`config.mk`:
```
export PLATFORM = sky130hd
export DESIGN_NAME = pcgp_top
export DESIGN_NICKNAME = d
export VERILOG_FILES = /design/src/pkg/pcgp_pkg.sv /design/src/hdl/pcgp_pad.sv /design/src/hdl/pcgp_sync.sv /design/src/hdl/pcgp_top.sv
export SDC_FILE = /design/constraint.sdc
export NUM_CORES = 1
export LEC_CHECK = 0
export ABC_AREA = 1
export BUFFER_PORTS_ARGS = -buffer_cell sky130_fd_sc_hd__buf_2
export CORE_MARGIN = 2
export CORE_UTILIZATION = 35
export CTS_BUF_LIST = sky130_fd_sc_hd__clkbuf_8
export DETAILED_ROUTE_END_ITERATION = 8
export MAX_ROUTING_LAYER = met4
export PLACE_DENSITY = 0.5
export SKIP_CTS_REPAIR_TIMING = 1
export SYNTH_ARGS = -nofsm -noshare
export SYNTH_HDL_FRONTEND = slang
export SYNTH_SLANG_ARGS = --single-unit
```
`constraint.sdc`:
```
create_clock -name i_clk -period 2.09 [get_ports i_clk]
set_input_delay 0.209 -clock i_clk [delete_from_list [all_inputs] [get_ports i_clk]]
set_output_delay 0.209 -clock i_clk [all_outputs]
set_load 0.005 [all_outputs]
```
`src/pkg/pcgp_pkg.sv`:
```
package pcgp_pkg;
  localparam int NPAD = 12;
  localparam int NWAKE = 11;
  localparam int CFG_W = 13;
  localparam logic [7:0] A_DATA = 8'h00;
  localparam logic [7:0] A_MASK = 8'h04;
  localparam logic [7:0] A_MDATA = 8'h08;
  localparam logic [7:0] A_SET = 8'h0c;
  localparam logic [7:0] A_CLR = 8'h10;
  localparam logic [7:0] A_DIR = 8'h14;
  localparam logic [7:0] A_DSET = 8'h18;
  localparam logic [7:0] A_DCLR = 8'h1c;
  localparam logic [7:0] A_DTGL = 8'h20;
  localparam logic [7:0] A_IST = 8'h24;
  localparam logic [7:0] A_ICLR = 8'h28;
  localparam logic [7:0] A_IEN = 8'h2c;
  localparam logic [7:0] A_CFG0 = 8'h40;
  localparam int CF_PSEL = 0;
  localparam int CF_MODE = 3;
  localparam int CF_BUSF = 5;
  localparam int CF_SINK = 6;
  localparam int CF_SINK_LO = 7;
  localparam int CF_SINK_HI = 10;
  localparam logic [2:0] PSEL_PORT = 3'h0;
  typedef enum logic [1:0] {
    MODE_NONE = 2'b00,
    MODE_PD = 2'b01,
    MODE_PU = 2'b10,
    MODE_REP = 2'b11
  } pcgp_mode_t;
  localparam logic [12:0] CFG_RST = 13'h0000;
  localparam logic [12:0] CFG_RST_BUS = 13'h0021;
  localparam logic [12:0] CFG_RST_DBG = 13'h0011;
  localparam logic [11:0] BUS_MASK = 12'h030;
  localparam logic [11:0] DBG_MASK = 12'hc00;
  localparam logic [11:0] HD_MASK = 12'hc88;
endpackage
```
`src/hdl/pcgp_pad.sv`:
```
`timescale 1ns/10ps
module pcgp_pad #(
  parameter bit P_BUS = 1'b0,
  parameter bit P_HD = 1'b0
) (
  input wire logic [12:0] i_cfg,
  input wire logic i_port_out,
  input wire logic i_port_dir,
  input wire logic i_per_out,
  input wire logic i_per_oe,
  input wire logic i_pin,
  input wire logic i_dpd,
  output logic o_out,
  output logic o_oe,
  output logic o_pu,
  output logic o_pd,
  output logic o_filt,
  output logic o_sink,
  output logic [2:0] o_lvl
);
  logic port;
  pcgp_pkg::pcgp_mode_t mode;

  always_comb
  begin
    port = i_cfg[pcgp_pkg::CF_PSEL+:3] == pcgp_pkg::PSEL_PORT;
    mode = pcgp_pkg::pcgp_mode_t'(i_cfg[pcgp_pkg::CF_MODE+:2]);
    o_out = port ? i_port_out : i_per_out;
    o_oe = port ? i_port_dir : i_per_oe;
    o_filt = 1'b0;
    if (P_BUS && !port)
    begin
      o_out = 1'b0;
      o_oe = i_per_oe & ~i_per_out;
      o_filt = i_cfg[pcgp_pkg::CF_BUSF];
    end
    // Repeater follows the pin; released in deep power-down
    o_pu = mode == pcgp_pkg::MODE_PU ||
      (mode == pcgp_pkg::MODE_REP && i_pin && !i_dpd);
    o_pd = mode == pcgp_pkg::MODE_PD ||
      (mode == pcgp_pkg::MODE_REP && !i_pin && !i_dpd);
    o_sink = P_HD && i_cfg[pcgp_pkg::CF_SINK];
    o_lvl = 3'h0;
    if (o_sink)
    begin
      o_lvl = o_out ? i_cfg[pcgp_pkg::CF_SINK_HI+:3] :
        i_cfg[pcgp_pkg::CF_SINK_LO+:3];
    end
  end
endmodule

```
`src/hdl/pcgp_sync.sv`:
```
`timescale 1ns/10ps
module pcgp_sync #(
  parameter int P_W = 12
) (
  input wire logic i_clk,
  input wire logic i_srst,
  input wire logic [P_W-1:0] i_d,
  output logic [P_W-1:0] o_q
);
  typedef struct packed {
    logic [P_W-1:0] s1;
    logic [P_W-1:0] s2;
  } pcgp_sync_t;
  pcgp_sync_t q;
  pcgp_sync_t d;

  if (P_W < 1)
  begin : g_chk
    $error("pcgp_sync width must be at least one");
  end

  always_comb
  begin
    d.s1 = i_d;
    d.s2 = q.s1;
    if (i_srst)
    begin
      d = '0;
    end
  end

  always_ff @(posedge i_clk)
  begin
    q <= d;
  end

  assign o_q = q.s2;
endmodule

```
`src/hdl/pcgp_top.sv`:
```
`timescale 1ns/10ps
module pcgp_top #(
  parameter int P_NWAKE = pcgp_pkg::NWAKE
) (
  input wire logic i_clk,
  input wire logic i_srst,
  input wire logic [7:0] i_addr,
  input wire logic [31:0] i_wdata,
  input wire logic i_wr,
  input wire logic i_rd,
  output logic [31:0] o_rdata,
  input wire logic [11:0] i_pad_in,
  input wire logic [11:0] i_per_out,
  input wire logic [11:0] i_per_oe,
  input wire logic i_dpd,
  output logic [11:0] o_pad_out,
  output logic [11:0] o_pad_oe,
  output logic [11:0] o_pull_up,
  output logic [11:0] o_pull_dn,
  output logic [11:0] o_bus_filt,
  output logic [11:0] o_sink_en,
  output logic [35:0] o_sink_lvl,
  output logic [11:0] o_per_in,
  output logic o_port_irq,
  output logic [P_NWAKE-1:0] o_wake
);
  typedef struct packed {
    logic [11:0] out;
    logic [11:0] dir;
    logic [11:0] mask;
    logic [11:0] ist;
    logic [11:0] ien;
    logic [11:0] prev;
    logic arm;
    logic [11:0][12:0] cfg;
    logic [31:0] rdata;
    logic [11:0] pad_o;
    logic [11:0] pad_oe;
    logic [11:0] pu;
    logic [11:0] pd;
    logic [11:0] filt;
    logic [11:0] sink;
    logic [11:0][2:0] slvl;
    logic [11:0] per_in;
    logic [P_NWAKE-1:0] wake;
    logic irq;
  } pcgp_state_t;

  pcgp_state_t q;
  pcgp_state_t d;
  logic [11:0] pin;
  logic [11:0] ev;
  logic [11:0] clr;
  logic [4:0] sel;
  logic [11:0] w;
  logic [11:0] p_out;
  logic [11:0] p_oe;
  logic [11:0] p_pu;
  logic [11:0] p_pd;
  logic [11:0] p_filt;
  logic [11:0] p_sink;
  logic [11:0][2:0] p_lvl;

  if (P_NWAKE < 1 || P_NWAKE > pcgp_pkg::NPAD)
  begin : g_chk
    $error("pcgp_top wake line count out of range");
  end

  // Configuration register hit and pad index
  function automatic logic [4:0] cfg_sel(input logic [7:0] a);
    logic [7:0] off;
    off = a - pcgp_pkg::A_CFG0;
    cfg_sel = {a >= pcgp_pkg::A_CFG0 && off[1:0] == 2'b00 &&
      off[7:2] < 6'(pcgp_pkg::NPAD), off[5:2]};
  endfunction

  function automatic logic [12:0] cfg_rst(input int i);
    cfg_rst = pcgp_pkg::CFG_RST;
    if (pcgp_pkg::BUS_MASK[i])
    begin
      cfg_rst = pcgp_pkg::CFG_RST_BUS;
    end
    if (pcgp_pkg::DBG_MASK[i])
    begin
      cfg_rst = pcgp_pkg::CFG_RST_DBG;
    end
  endfunction

  pcgp_sync #(
    .P_W(pcgp_pkg::NPAD)
  ) u_sync (
    .i_clk(i_clk),
    .i_srst(i_srst),
    .i_d(i_pad_in),
    .o_q(pin)
  );

  // Port bit i always belongs to pad i
  for (genvar i = 0; i < pcgp_pkg::NPAD; i++)
  begin : g_pad
    pcgp_pad #(
      .P_BUS(pcgp_pkg::BUS_MASK[i]),
      .P_HD(pcgp_pkg::HD_MASK[i])
    ) u_pad (
      .i_cfg(q.cfg[i]),
      .i_port_out(q.out[i]),
      .i_port_dir(q.dir[i]),
      .i_per_out(i_per_out[i]),
      .i_per_oe(i_per_oe[i]),
      .i_pin(pin[i]),
      .i_dpd(i_dpd),
      .o_out(p_out[i]),
      .o_oe(p_oe[i]),
      .o_pu(p_pu[i]),
      .o_pd(p_pd[i]),
      .o_filt(p_filt[i]),
      .o_sink(p_sink[i]),
      .o_lvl(p_lvl[i])
    );
  end

  always_comb
  begin
    d = q;
    w = i_wdata[11:0];
    sel = cfg_sel(i_addr);
    clr = 12'h000;
    ev = 12'h000;
    for (int i = 0; i < pcgp_pkg::NPAD; i++)
    begin
      ev[i] = q.arm && (pin[i] ^ q.prev[i]) &&
        q.cfg[i][pcgp_pkg::CF_PSEL+:3] == pcgp_pkg::PSEL_PORT;
    end
    d.prev = pin;
    d.arm = 1'b1;
    if (i_wr)
    begin
      unique case (i_addr)
        pcgp_pkg::A_DATA: d.out = w;
        pcgp_pkg::A_MASK: d.mask = w;
        pcgp_pkg::A_MDATA: d.out = (q.out & ~q.mask) | (w & q.mask);
        pcgp_pkg::A_SET: d.out = q.out | w;
        pcgp_pkg::A_CLR: d.out = q.out & ~w;
        pcgp_pkg::A_DIR: d.dir = w;
        pcgp_pkg::A_DSET: d.dir = q.dir | w;
        pcgp_pkg::A_DCLR: d.dir = q.dir & ~w;
        pcgp_pkg::A_DTGL: d.dir = q.dir ^ w;
        pcgp_pkg::A_ICLR: clr = w;
        pcgp_pkg::A_IEN: d.ien = w;
        default:
        begin
          if (sel[4])
          begin
            d.cfg[sel[3:0]] = i_wdata[12:0];
          end
        end
      endcase
    end
    // A new edge wins over a clear in the same cycle
    d.ist = (q.ist & ~clr) | ev;
    d.rdata = 32'h0000_0000;
    if (i_rd)
    begin
      unique case (i_addr)
        pcgp_pkg::A_DATA: d.rdata = 32'(pin);
        pcgp_pkg::A_MASK: d.rdata = 32'(q.mask);
        pcgp_pkg::A_MDATA: d.rdata = 32'(pin & q.mask);
        pcgp_pkg::A_DIR: d.rdata = 32'(q.dir);
        pcgp_pkg::A_IST: d.rdata = 32'(q.ist);
        pcgp_pkg::A_IEN: d.rdata = 32'(q.ien);
        default:
        begin
          if (sel[4])
          begin
            d.rdata = 32'(q.cfg[sel[3:0]]);
          end
        end
      endcase
    end
    d.pad_o = p_out;
    d.pad_oe = p_oe;
    d.pu = p_pu;
    d.pd = p_pd;
    d.filt = p_filt;
    d.sink = p_sink;
    d.slvl = p_lvl;
    d.per_in = pin;
    d.irq = |(q.ist & q.ien);
    d.wake = q.ist[P_NWAKE-1:0] & q.ien[P_NWAKE-1:0];
    if (i_srst)
    begin
      d = '0;
      for (int i = 0; i < pcgp_pkg::NPAD; i++)
      begin
        d.cfg[i] = cfg_rst(i);
      end
    end
  end

  always_ff @(posedge i_clk)
  begin
    q <= d;
  end

  assign o_rdata = q.rdata;
  assign o_pad_out = q.pad_o;
  assign o_pad_oe = q.pad_oe;
  assign o_pull_up = q.pu;
  assign o_pull_dn = q.pd;
  assign o_bus_filt = q.filt;
  assign o_sink_en = q.sink;
  assign o_sink_lvl = q.slvl;
  assign o_per_in = q.per_in;
  assign o_port_irq = q.irq;
  assign o_wake = q.wake;

  property p_port_dir;
    @(posedge i_clk) disable iff (i_srst)
    q.cfg[0][2:0] == pcgp_pkg::PSEL_PORT |=>
      o_pad_oe[0] == $past(q.dir[0]) && o_pad_out[0] == $past(q.out[0]);
  endproperty
  a_port_dir: assert property (p_port_dir)
    else $error("port pad direction not taken from direction reg");

  property p_per_dir;
    @(posedge i_clk) disable iff (i_srst)
    q.cfg[0][2:0] != pcgp_pkg::PSEL_PORT |=>
      o_pad_oe[0] == $past(i_per_oe[0]);
  endproperty
  a_per_dir: assert property (p_per_dir)
    else $error("peripheral pad direction not from peripheral");

  property p_reset;
    @(posedge i_clk) disable iff (i_srst)
    $past(i_srst) |-> q.dir == 12'h000 && q.cfg[0] == pcgp_pkg::CFG_RST &&
      q.cfg[4] == pcgp_pkg::CFG_RST_BUS;
  endproperty
  a_reset: assert property (p_reset)
    else $error("reset configuration wrong");

  property p_rep;
    @(posedge i_clk) disable iff (i_srst)
    q.cfg[1][4:3] == 2'b11 && !i_dpd |=>
      o_pull_up[1] == $past(pin[1]) && o_pull_dn[1] == !$past(pin[1]);
  endproperty
  a_rep: assert property (p_rep)
    else $error("repeater pull does not follow pad level");

  property p_bus_od;
    @(posedge i_clk) disable iff (i_srst)
    q.cfg[4][2:0] != pcgp_pkg::PSEL_PORT |=> !o_pad_out[4];
  endproperty
  a_bus_od: assert property (p_bus_od)
    else $error("bus pad drives high");

  property p_full;
    @(posedge i_clk) disable iff (i_srst)
    i_wr && i_addr == pcgp_pkg::A_DATA |=> q.out == $past(i_wdata[11:0]);
  endproperty
  a_full: assert property (p_full)
    else $error("whole port write lost");

  property p_mask;
    @(posedge i_clk) disable iff (i_srst)
    i_wr && i_addr == pcgp_pkg::A_MDATA |=>
      ((q.out ^ $past(q.out)) & ~$past(q.mask)) == 12'h000;
  endproperty
  a_mask: assert property (p_mask)
    else $error("masked-off bit changed");

  property p_set;
    @(posedge i_clk) disable iff (i_srst)
    i_wr && i_addr == pcgp_pkg::A_SET |=>
      q.out == ($past(q.out) | $past(i_wdata[11:0]));
  endproperty
  a_set: assert property (p_set)
    else $error("set write wrong");

  property p_tgl;
    @(posedge i_clk) disable iff (i_srst)
    i_wr && i_addr == pcgp_pkg::A_DTGL |=>
      q.dir == ($past(q.dir) ^ $past(i_wdata[11:0]));
  endproperty
  a_tgl: assert property (p_tgl)
    else $error("direction toggle wrong");

  property p_rd;
    @(posedge i_clk) disable iff (i_srst)
    i_rd && i_addr == pcgp_pkg::A_DIR |=> o_rdata == 32'($past(q.dir));
  endproperty
  a_rd: assert property (p_rd)
    else $error("read data not one cycle later");

  property p_irq;
    @(posedge i_clk) disable iff (i_srst)
    ev[2] && q.ien[2] && !(i_wr && i_addr == pcgp_pkg::A_IEN) |=>
      ##1 o_port_irq;
  endproperty
  a_irq: assert property (p_irq)
    else $error("enabled edge did not raise port interrupt");

  property p_wake;
    @(posedge i_clk) disable iff (i_srst)
    q.ist[2] && q.ien[2] |=> o_wake[2];
  endproperty
  a_wake: assert property (p_wake)
    else $error("wake line missing");

  property p_dpd;
    @(posedge i_clk) disable iff (i_srst)
    q.cfg[1][4:3] == 2'b11 && i_dpd |=> !o_pull_up[1] && !o_pull_dn[1];
  endproperty
  a_dpd: assert property (p_dpd)
    else $error("repeater pull held in deep power-down");

  c_irq: cover property (@(posedge i_clk) disable iff (i_srst)
    ev[0] ##2 o_port_irq);
  c_mask: cover property (@(posedge i_clk) disable iff (i_srst)
    i_wr && i_addr == pcgp_pkg::A_MDATA && q.mask != 12'h000);
  c_rep: cover property (@(posedge i_clk) disable iff (i_srst)
    q.cfg[1][4:3] == 2'b11 && o_pull_up[1]);
  c_dpd: cover property (@(posedge i_clk) disable iff (i_srst)
    i_dpd && q.cfg[1][4:3] == 2'b11);
endmodule

```
### After elaboration in Yosys (flattened, before gate mapping)

Cells that the tools add are included.

* flip-flop bits (word level): 405
* bits of input ports: 81
* word-level logic and storage cells: 333

* add/subtract/negate cells: 1
* $lt $le $gt $ge: 4
* equality and inequality tests: 47
* mux-type cells: 50
* bitwise operators: 40
* reduce and logical (&&, ||, !) cells: 144

Operator list (number)
* 156-bit two-way mux: 3
* 321-bit two-way mux: 1
* 156-bit bitwise mux: 1
* 12-bit case mux with 4 select lines: 2
* 12-bit AND: 7
* 13-bit case mux with 6 select lines: 1
* 1-bit logical AND: 75
* 13-bit binary-select mux with 4-bit select: 1
* 13-bit demux with 4-bit select: 1
* 13-bit two-way mux: 4
* 2-bit equality test, second input constant: 24
* 12-bit bitwise OR: 4
* 3-bit logical NOT: 12
* 12-bit NOT: 3
* 8-bit by 5-bit equality test with 1-bit output, second input constant: 4
* 8-bit by 6-bit equality test with 1-bit output, second input constant: 4
* 1-bit two-way mux: 26
* 2-bit by 1-bit equality test with 1-bit output, second input constant: 12
* 1-bit logical OR: 24
* 12-bit two-way mux: 2
* 3-bit two-way mux: 8
* 2-bit OR reduction: 9
* 8-bit by 4-bit equality test with 1-bit output, second input constant: 2
* 1-bit logical NOT: 13
* other kinds (18): 43

### Logic depth before layout (Yosys ltp)

Gate-level depths: netlist (run 1).

* depth after elaboration: 10
* gate-level depth with buffers: 13
* depth with buffers taken out: 11

### Modules after synthesis

Synthesis (run 1) repeated with hierarchy kept, for this count alone.

* cell total of the unflattened synthesis: 2909
* area total of the unflattened synthesis: 19438.6 sq um

Modules (own cells, without submodules)
* pcgp_top: times used 1, cells an instance 2509, area each 17058.9 sq um, sequential area each 7247.0 sq um
* pcgp_sync: times used 1, cells an instance 86, area each 773.2 sq um, sequential area each 480.5 sq um
* pcgp_pad at g_pad[10].u_pad ...: times used 4, cells an instance 36, area each 183.9 sq um, sequential area each 0.0 sq um
* pcgp_pad at g_pad[0].u_pad ...: times used 6, cells an instance 21, area each 107.6 sq um, sequential area each 0.0 sq um
* pcgp_pad at g_pad[4].u_pad ...: times used 2, cells an instance 22, area each 112.6 sq um, sequential area each 0.0 sq um

### Worst setup path after synthesis (run 1)

No wires, ideal clock.

* path kind: input to register
* start point: in i_addr[1]
* end point: reg (tool-made name)
* setup time: 0.119 ns
* data arrival time: 1.358 ns
* required time: 1.971 ns
* path slack: 0.613 ns
* stages: 8
* path buffers: 2
* cell sequence: nor2_4 > nand4_1 > nor2_4 > buf_4 > nand3_1 > buf_2 > o21ai_0 > a21oi_1

RTL lines
* start, declared: line pcgp_top.sv:7 `input wire logic [7:0] i_addr,`

==> results of run 1 <==
[path summary, 6_finish.rpt]
check                              to  slack [ps]  cells past startpoint                    start
min reg2reg  u_sync.o_q[3]$_SDFF_PP0_         400                      2  u_sync.q[15]$_SDFF_PP0_
max            o_pad_oe[4]$_SDFF_PP0_         210                      4                 register
min          o_pad_out[11]$_SDFF_PP0_         -30                      3            i_per_out[11]
max reg2reg    o_pad_oe[4]$_SDFF_PP0_         210                      4                 register
[final cells by class]
cell class                 count  area [um2]  area share (%)
clock inverter                28       267.8           1.394
inverter                     261       982.2           5.114
multi-input combinational   1540        7153           37.24
clock buffer                  90        1239           6.449
sequential                   344        6887           35.85
timing repair buffer         289        1919           9.993
tap                          607       759.5           3.954
[where the power goes]
group          switching [mW]  internal (mW)
Combinational           0.636          0.277
Clock                    3.10           4.47
Sequential             0.0511           6.62
Total                    3.79           11.4
[critical path: stages, from the launching register on]
cell,delay [ps]
sky130_fd_sc_hd__dfxtp_1,330
sky130_fd_sc_hd__nor3_1,500
sky130_fd_sc_hd__or2_2,290
sky130_fd_sc_hd__o32ai_1,90
sky130_fd_sc_hd__dlygate4sd3_1,550
[routing by layer]
layer  vias to the layer above  global-route usage (%)  part of all wire (%)
met2                       463                   35.47                    45
met3                        98                   3.870                   5.9
met5                         -                       -                     0
met1                      7163                   30.88                    47
met4                         0                   8.217                   2.7
li1                       7633                       -                     -
[cells in the mapped netlist, types with 22 or more instances]
master                     instances
sky130_fd_sc_hd__a21oi_1         264
sky130_fd_sc_hd__buf_2            40
sky130_fd_sc_hd__buf_4           167
sky130_fd_sc_hd__clkbuf_1         83
sky130_fd_sc_hd__dfxtp_1         344
sky130_fd_sc_hd__ha_1             24
sky130_fd_sc_hd__inv_1           253
sky130_fd_sc_hd__nand2_1         463
sky130_fd_sc_hd__nand3_1         124
sky130_fd_sc_hd__nor2_1          241
sky130_fd_sc_hd__nor3_1           32
sky130_fd_sc_hd__o211ai_1         22
sky130_fd_sc_hd__o21ai_0         229
[logic make-up (layout without fill, tap and decap cells)]
logic type | Yosys count | in the layout | synth area share [%]
flops | 344 | 344 | 41.46
simple gates | 902 | 902 | 22.34
compound gates | 543 | 543 | 17.02
buf+inv | 564 | 668 | 16.82
fa+ha+maj | 24 | 24 | 1.808
other cells | 1 | 61 | 0.02258
xor+xnor | 10 | 10 | 0.5273
[per-stage QoR]
step	area, um2	instances	hold WS, ps	setup slack, ps
2_1_floorplan	16830	2448	316.0	613.1
3_3_place_gp	17370	3008	390.5	135.2
3_5_place_dp	17370	3008	394.0	107.7
4_1_cts	18880	3126	-268.7	562.8
5_1_grt	19210	3159	9.138	100.2
6_report	19210	3159	-29.31	207.0
[layout by cell type, fill, tap and decap left out, types with 10 or more instances in the layout]
cell type                         n
sky130_fd_sc_hd__nand3_1        124
sky130_fd_sc_hd__a21oi_1        264
sky130_fd_sc_hd__nor2_1         241
sky130_fd_sc_hd__buf_2          163
sky130_fd_sc_hd__a211oi_1        10
sky130_fd_sc_hd__ha_1            24
sky130_fd_sc_hd__conb_1          61
sky130_fd_sc_hd__buf_4           87
sky130_fd_sc_hd__o211ai_1        22
sky130_fd_sc_hd__dlygate4sd3_1   33
sky130_fd_sc_hd__inv_1          263
sky130_fd_sc_hd__xor2_1          10
sky130_fd_sc_hd__clkbuf_8        90
sky130_fd_sc_hd__nor3_1          32
sky130_fd_sc_hd__nand4_1         11
sky130_fd_sc_hd__nand2_1        463
sky130_fd_sc_hd__o21ai_0        229
sky130_fd_sc_hd__dfxtp_1        344
==> flow_metrics.py, run 1 <==
metrics = {
    "run": {
        "max-cap-violations": 0,
    },
    "yosys": {
        "ys_seq_area_share_pct": 41.46,
        "post_synth_main_area_contributors": "sky130_fd_sc_hd__dfxtp_1 (41%), sky130_fd_sc_hd__nand2_1 (10%), sky130_fd_sc_hd__a21oi_1 (8.0%)",
        "post-synth-top-area-cell": "sky130_fd_sc_hd__dfxtp_1",
        "synth_cells": 2388,
        "synth.ff_latch_count": 344,
        "synth.yosys.warnings": 0,
        "synth_async_sr_flop_share_pct": 0,
        "number_of_synthesized_flops_with_an_enable_pin": 0,
        "post-synth-top-area-fraction_pct": 41.46,
        "syn_area_um2": 16610,
        "syn_avg_cell_area_um2": 6.955,
        "yosys.cell_types.count": 31,
        "dominantRegCellSynth": "sky130_fd_sc_hd__dfxtp_1",
    },
    "drt": {
        "drt_pre_antenna_iters": 5,
        "routed_via_density": 4.861,
        "wl_per_cell_um": 17.95,
        "vias": 15360,
        "drt_iter0_markers": 1181,
        "remaining_drc_errors": 0,
        "postRouteWirelength_mm": 56.69,
        "number_of_nets_with_antenna_violations_after_routing": 0,
    },
    "floorplan": {
        "die_outline_area_um2": 49210,
        "core_area_um2": 46650,
        "width_of_the_die_um": 221.8,
        "initial_utilization_pct": 35.60,
        "rows": 79,
        "ios": 245,
        "die_height_um": 221.8,
    },
    "global_route": {
        "final_global_route_overflow_total": 0,
        "grt_start_max_net_pins": 79,
        "wire_length_of_the_first_global_routing_pass_mm": 85.46,
        "number_of_antenna_violations_at_the_first_check_in_global_routing": 0,
        "globalRouteTotalUtil_pct": 23.19,
        "vias_in_the_first_global_route": 14270,
    },
    "layout": {
        "post_route_cells_drive_above_1_share_pct": 15.32,
        "finish.net_count": 2608,
        "final_util_pct": 41.17,
        "filler_cell_count": 4926,
        "antennaDiodeCount": 0,
        "flow.area_growth_from_synthesis_pct": 15.65,
    },
    "sta": {
        "period_minus_slack_ps": 1883,
        "final-max-slew-violation-count": 0,
        "worst_hold_slack_ps": -29.31,
        "hold_violations": 1,
        "setup_viol": 0,
        "skew_ps": 34.07,
        "timing.max_slew.rel_slack_pct": 52.88,
        "period_share_pct": 90.10,
        "rsz_0062_raised_after_global_routing": "no",
        "worst_pin_slew_ps": 706.9,
        "max_clock_freq_ghz": 0.5311,
        "setup_tns_ps": 0,
    },
    "hold_path": {
        "timing.hold.worst.class": "in -> reg",
    },
    "setup_path": {
        "worstPathMaxFanout": 3,
        "crit_type": "reg -> reg",
        "worst-endpoint-arrival_ps": 2400,
        "setup.worst_path.end_class": "register",
        "worst_setup_path_start_kind": "register",
        "required_ps": 2600,
    },
    "pwr": {
        "total_power_mw": 15.16,
        "power_leakage_nw": 8.490,
        "peakVddDrop_v": 0.0003460,
        "power_per_cell_area_nw_per_um2": 789.2,
    },
    "cts": {
        "clock_latency_ps": 650,
        "cts_root_buf": "sky130_fd_sc_hd__clkbuf_8",
        "tritoncts": "done",
        "clkSlewWorstSetupHoldPaths_ps": 60,
        "longest_clk_path_bufs": 3,
        "sinks_on_clock_net": 344,
        "h-tree-depth": 3,
        "cts_made_buffers": 67,
    },
    "outcome": {
        "violations": "hold timing",
        "outcome": "finished with violations",
    },
    "placed_design": {
        "place.detailed.hpwl_mm": 40.02,
        "finalWeightedCongestion": 0.8994,
        "port_buffers": 164,
    },
}
No activity file was read; power rests on OpenSTA's default activity.
==> run 2: changes to the inputs <==
--- a/config.mk
+++ b/config.mk
@@ -13,6 +13,7 @@
 export DETAILED_ROUTE_END_ITERATION = 8
 export MAX_ROUTING_LAYER = met4
 export PLACE_DENSITY = 0.5
+export RECOVER_POWER = 25
 export SKIP_CTS_REPAIR_TIMING = 1
 export SYNTH_ARGS = -nofsm -noshare
 export SYNTH_HDL_FRONTEND = slang
==> run 2 against run 1 <==
Compared with the run above: wire length is essentially flat; final cell count is the same; sequential power is essentially flat; cell area shrank 0.18%; worst setup slack lost 29 ps; first-iteration DRC count grew 2.5%; power is essentially flat; via count is essentially flat; the flow still finishes with violations (hold timing); global-route usage is the same; combinational power is essentially flat; highest routed layer unchanged; non-clock buffer count is the same; maximum frequency shrank 1.5%.
==> flow_metrics.py, run 2 (synthesis gave the netlist of run 1 again) <==
metrics = {
    "outcome": {
        "outcome": "finished with violations",
        "violations": "hold timing",
    },
    "setup_path": {
        "crit_type": "reg -> reg",
        "critPathMaxStageDelay_ps": 550,
        "critical_path_s_top_delay_family": "simple AND/OR/NAND/NOR gates",
        "worstPathMaxFanout": 3,
        "required_ps": 2610,
        "worst_setup_path_start_kind": "register",
        "setup.worst_path.end_class": "register",
        "cp_cell_sequence": "nor3_1, or2_2, o32ai_1, dlygate4sd3_1",
        "critical-path-slowest-cell": "sky130_fd_sc_hd__dlygate4sd3_1",
        "worst-endpoint-arrival_ps": 2430,
        "bufs_and_invs_on_worst_path": 1,
    },
    "cts": {
        "longest_clk_path_bufs": 3,
        "sinks_on_clock_net": 344,
        "clkSlewWorstSetupHoldPaths_ps": 60,
        "clock_latency_ps": 650,
        "tritoncts": "done",
        "cts_made_buffers": 67,
        "cts_root_buf": "sky130_fd_sc_hd__clkbuf_8",
        "h-tree-depth": 3,
    },
    "layout": {
        "mostFrequentLayoutCells": "sky130_fd_sc_hd__nand2_1 (463), sky130_fd_sc_hd__dfxtp_1 (344), sky130_fd_sc_hd__a21oi_1 (264), sky130_fd_sc_hd__inv_1 (263), sky130_fd_sc_hd__nor2_1 (243)",
        "finish.net_count": 2608,
        "stdcell_area_um2": 19170,
        "flow.area_growth_from_synthesis_pct": 15.44,
        "count_of_placed_standard_cells_in_the_final_layout_fillers_left_out": 3159,
        "post_route_cells_drive_above_1_share_pct": 15.13,
        "filler_cell_count": 4937,
        "layout.cells.most_common": "sky130_fd_sc_hd__nand2_1",
        "antennaDiodeCount": 0,
    },
    "placed_design": {
        "dpl-instance-area_um2": 17370,
        "placed_instance_count": 3008,
        "place.detailed.hpwl_mm": 40.02,
        "finalWeightedCongestion": 0.8994,
        "port_buffers": 164,
    },
    "global_route": {
        "grt_start_max_net_pins": 79,
        "vias_in_the_first_global_route": 14270,
        "globalRouteTotalUtil_pct": 23.19,
        "wire_length_of_the_first_global_routing_pass_mm": 85.46,
        "number_of_antenna_violations_at_the_first_check_in_global_routing": 0,
        "final_global_route_overflow_total": 0,
    },
    "sta": {
        "timing.max_slew.rel_slack_pct": 13.73,
        "worst_hold_slack_ps": -28.59,
        "skew_ps": 34.32,
        "setup_tns_ps": 0,
        "final-max-slew-violation-count": 0,
        "period_minus_slack_ps": 1912,
        "max_clock_freq_ghz": 0.5230,
        "setup_viol": 0,
        "period_share_pct": 91.48,
        "hold_violations": 1,
        "rsz_0062_raised_after_global_routing": "no",
        "worst_pin_slew_ps": 1294,
    },
    "floorplan": {
        "width_of_the_die_um": 221.8,
        "initial_utilization_pct": 35.60,
        "die_outline_area_um2": 49210,
        "core_area_um2": 46650,
        "ios": 245,
        "rows": 79,
        "die_height_um": 221.8,
    },
    "drt": {
        "wl_per_cell_um": 17.95,
        "postRouteWirelength_mm": 56.71,
        "remaining_drc_errors": 0,
        "vias": 15360,
        "drt_pre_antenna_iters": 6,
        "drt_iter0_markers": 1211,
        "number_of_nets_with_antenna_violations_after_routing": 0,
        "routed_via_density": 4.864,
    },
    "pwr": {
        "power_leakage_nw": 8.478,
        "cell_internal_pwr_mw": 11.37,
        "peakVddDrop_v": 0.0003461,
        "power.combinational.fraction_pct": 6.0,
        "switchingPower_mw": 3.794,
        "share_seq_of_total_power_pct": 44.0,
        "clkPwrFrac_pct": 50.0,
        "power_per_cell_area_nw_per_um2": 790.7,
        "switching_share_pct": 25.03,
    },
    "run": {
        "max-cap-violations": 0,
    },
    "hold_path": {
        "timing.hold.worst.class": "in -> reg",
    },
}
==> run 2: changes by cell type in the layout (fill, tap and decap cells not counted) <==
cell                       previous run  this run
sky130_fd_sc_hd__buf_2              163       161
sky130_fd_sc_hd__clkbuf_1             0         3
sky130_fd_sc_hd__clkbuf_2             0         7
sky130_fd_sc_hd__nor2_2               8         7
sky130_fd_sc_hd__nor2_1             241       243
sky130_fd_sc_hd__buf_4               87        79
sky130_fd_sc_hd__nor2_4               4         3
==> run 2: through the flow <==
step	util [%]	setup WS (ps)	total power [mW]	hold slack, ps
floorplan	-	613.1	7.373	316.0
global placement	37.23	135.2	7.660	390.5
detailed placement	37.23	107.7	7.670	394.0
CTS	40.46	562.8	15.27	-268.7
global route	41.10	72.58	15.73	9.319
finish	41.10	178.0	15.16	-28.59
==> run 2: cell type report <==
class / count / area, um2 / share of cell area [%]
Clock inverter: 28 / 267.8 / 1.397
Multi-Input combinational cell: 1540 / 7143 / 37.26
Timing Repair Buffer: 289 / 1896 / 9.886
Inverter: 261 / 982.2 / 5.123
Clock buffer: 90 / 1239 / 6.460
Sequential cell: 344 / 6887 / 35.92
Tap cell: 607 / 759.5 / 3.961
==> run 2: final timing paths <==
kind | cells after the start | start | end | slack [ps]
max | 4 | register | o_pad_oe[4]$_SDFF_PP0_ | 180
min | 3 | i_per_out[11] | o_pad_out[11]$_SDFF_PP0_ | -30
max reg2reg | 4 | register | o_pad_oe[4]$_SDFF_PP0_ | 180
min reg2reg | 2 | u_sync.q[15]$_SDFF_PP0_ | u_sync.o_q[3]$_SDFF_PP0_ | 400
==> run 2: layer usage <==
metal | track usage (%) | vias to the layer above | wire, um
met3 | 3.870 | 91 | 3416
met5 | - | - | 0
met2 | 35.47 | 497 | 25400
met1 | 30.88 | 7139 | 26390
met4 | 8.217 | 0 | 1502
li1 | - | 7637 | -
==> run 2: power groups by stage <==
stage                     combinational, mW  sequential, mW  clock (mW)
after CTS                             0.860            6.67        7.74
after global placement                0.848            6.81           0
final                                 0.913            6.67        7.58
after global routing                  0.998            6.67        8.06
after detailed placement              0.857            6.81           0
after floorplan                       0.586            6.79           0
==> run 2: worst min-delay path: cells and delay by family <==
family          cells  cell delay [ps]
simple gates        1              120
buf+inv             1               80
compound gates      1              160
==> run 3: changes to the inputs <==
==> constraint.sdc (replaced) <==
create_clock -name i_clk -period 2.09 [get_ports i_clk]
set_input_delay 0.418 -clock i_clk [delete_from_list [all_inputs] [get_ports i_clk]]
set_output_delay 0.418 -clock i_clk [all_outputs]
set_load 0.005 [all_outputs]
==> run 3 against run 2 <==
Compared with the run above: the run now ends clean; cell area is 0.15% lower; non-clock buffer count is 9 higher; clock-buffer cell count is 11 lower; core utilization is 0.062 points lower; via count is 0.60% lower; critical path type is now in -> reg; sequential share of layout area is 0.054 points higher; sequential power hardly changed; clock skew is 6.6 ps lower; register-to-register slack better by 120 ps; clock power is 8.2% lower; flip-flop and latch count stayed put; hold slack better by 45 ps.
==> flow_metrics.py, run 3 (synthesis gave the netlist of run 1 again) <==
metrics = {
    "cts": {
        "clock_latency_ps": 670,
        "cts_made_buffers": 61,
        "sinks_on_clock_net": 344,
        "longest_clk_path_bufs": 3,
        "cts_root_buf": "sky130_fd_sc_hd__clkbuf_8",
        "tritoncts": "done",
        "h-tree-depth": 2,
        "clkSlewWorstSetupHoldPaths_ps": 60,
    },
    "setup_path": {
        "r2r-end": "o_pad_oe[4]$_SDFF_PP0_",
        "required_ps": 2710,
        "worst_setup_path_start_kind": "input port",
        "flop_to_flop_setup_slack_ps": 300,
        "worst-endpoint-arrival_ps": 2460,
        "crit_type": "in -> reg",
        "setup.worst_path.end_class": "register",
        "timing.reg2reg.worst_path_depth": 5,
        "worstPathMaxFanout": 43,
    },
    "hold_path": {
        "timing.hold.worst.class": "in -> reg",
        "worst_hold_path.endpoint": "o_pad_oe[5]$_SDFF_PP0_",
        "worst_hold_path.num_cells": 3,
        "hp-start": "i_per_oe[5]",
    },
    "sta": {
        "worst_pin_slew_ps": 1110,
        "timing.max_slew.rel_slack_pct": 26.03,
        "setup_viol": 0,
        "period_minus_slack_ps": 1846,
        "hold_violations": 0,
        "worst_slack_ps": 244.1,
        "rsz_0062_raised_after_global_routing": "no",
        "setup_tns_ps": 0,
        "final-max-slew-violation-count": 0,
        "skew_ps": 27.76,
        "period_share_pct": 88.32,
        "max_clock_freq_ghz": 0.5417,
    },
    "layout": {
        "flow.area_growth_from_synthesis_pct": 15.27,
        "filler_cell_count": 4939,
        "finish.net_count": 2611,
        "layout.cells.most_common": "sky130_fd_sc_hd__nand2_1",
        "post_route_cells_drive_above_1_share_pct": 15.82,
        "register_area_um2": 6887,
        "mostFrequentLayoutCells": "sky130_fd_sc_hd__nand2_1 (464), sky130_fd_sc_hd__dfxtp_1 (344), sky130_fd_sc_hd__a21oi_1 (264), sky130_fd_sc_hd__inv_1 (261), sky130_fd_sc_hd__nor2_1 (242)",
        "antennaDiodeCount": 0,
        "area_used_by_multi_input_combinational_logic_um2": 7148,
        "final_util_pct": 41.03,
        "count_of_placed_standard_cells_in_the_final_layout_fillers_left_out": 3161,
    },
    "global_route": {
        "wire_length_of_the_first_global_routing_pass_mm": 86.21,
        "final_global_route_overflow_total": 0,
        "globalRouteTotalUtil_pct": 23.28,
        "number_of_antenna_violations_at_the_first_check_in_global_routing": 0,
        "vias_in_the_first_global_route": 14420,
        "grt_start_max_net_pins": 82,
    },
    "pwr": {
        "peakVddDrop_v": 0.0004284,
        "power_per_cell_area_nw_per_um2": 759.7,
        "power_leakage_nw": 8.492,
    },
    "floorplan": {
        "initial_utilization_pct": 35.60,
        "ios": 245,
        "die_height_um": 221.8,
        "rows": 79,
        "width_of_the_die_um": 221.8,
        "core_area_um2": 46650,
        "die_outline_area_um2": 49210,
    },
    "outcome": {
        "outcome": "complete, no violations",
    },
    "run": {
        "max-cap-violations": 0,
    },
    "placed_design": {
        "finalWeightedCongestion": 0.9274,
        "place_worst_setup_slack_ps": -32.35,
        "place.detailed.hpwl_mm": 40.97,
        "port_buffers": 164,
        "placed_instance_count": 3033,
    },
    "drt": {
        "number_of_nets_with_antenna_violations_after_routing": 0,
        "wl_per_cell_um": 17.89,
        "remaining_drc_errors": 0,
        "postRouteWirelength_mm": 56.56,
        "drt_pre_antenna_iters": 5,
        "routed_via_density": 4.831,
        "drt_iter0_markers": 1054,
        "vias": 15270,
    },
}
[run 3: layout make-up]
type	instances	share of cell area (%)
multi-input combinational	1540	37.34
sequential	344	35.97
timing repair buffer	298	10.45
clock buffer	79	5.679
inverter	261	5.130
tap	607	3.967
clock inverter	32	1.464
[run 3: routing by layer]
layer | track usage [%] | share of wire (%) | up-vias
met3 | 3.565 | 5.8 | 107
li1 | - | - | 7639
met5 | - | 0 | -
met2 | 35.30 | 44 | 471
met4 | 7.563 | 3.1 | 0
met1 | 31.72 | 47 | 7055
[run 3: report_power, final]
part	internal [mW]	switching (mW)
sequential	6.62	0.0531
clock	4.01	2.95
combinational	0.275	0.637
total	10.9	3.64
[run 3: how the worst max path moves through the flow]
stage	startpoint	to	slack [ps]	cells past startpoint
after CTS	o_per_in[5]$_SDFF_PP0_	o_per_in[5]	330	1
after global routing	i_srst	u_sync.o_q[7]$_SDFF_PP0_	180	4
after detailed placement	i_addr[2]	o_rdata[3]$_SDFF_PP0_	-30	9
final	i_srst	o_pad_oe[4]$_SDFF_PP0_	240	6
after floorplan	i_addr[1]	register	400	8
after global placement	i_addr[2]	o_rdata[3]$_SDFF_PP0_	10	9
[run 3: worst max-delay path, cell delays in order]
cell and delay, ps:
sky130_fd_sc_hd__buf_4 210, sky130_fd_sc_hd__inv_4 110, sky130_fd_sc_hd__clkbuf_2 770, sky130_fd_sc_hd__nand2_1 190, sky130_fd_sc_hd__o32ai_1 140, sky130_fd_sc_hd__dlygate4sd3_1 570
[run 3: per-stage QoR]
step / hold WS [ps] / total power, mW / cell area, um2
global placement: 389.6 / 7.694 / 17660
CTS: -110.9 / 14.70 / 19030
detailed placement: 395.6 / 7.703 / 17660
global route: 2.888 / 15.10 / 19140
finish: 16.06 / 14.54 / 19140
floorplan: 388.3 / 7.373 / 16830
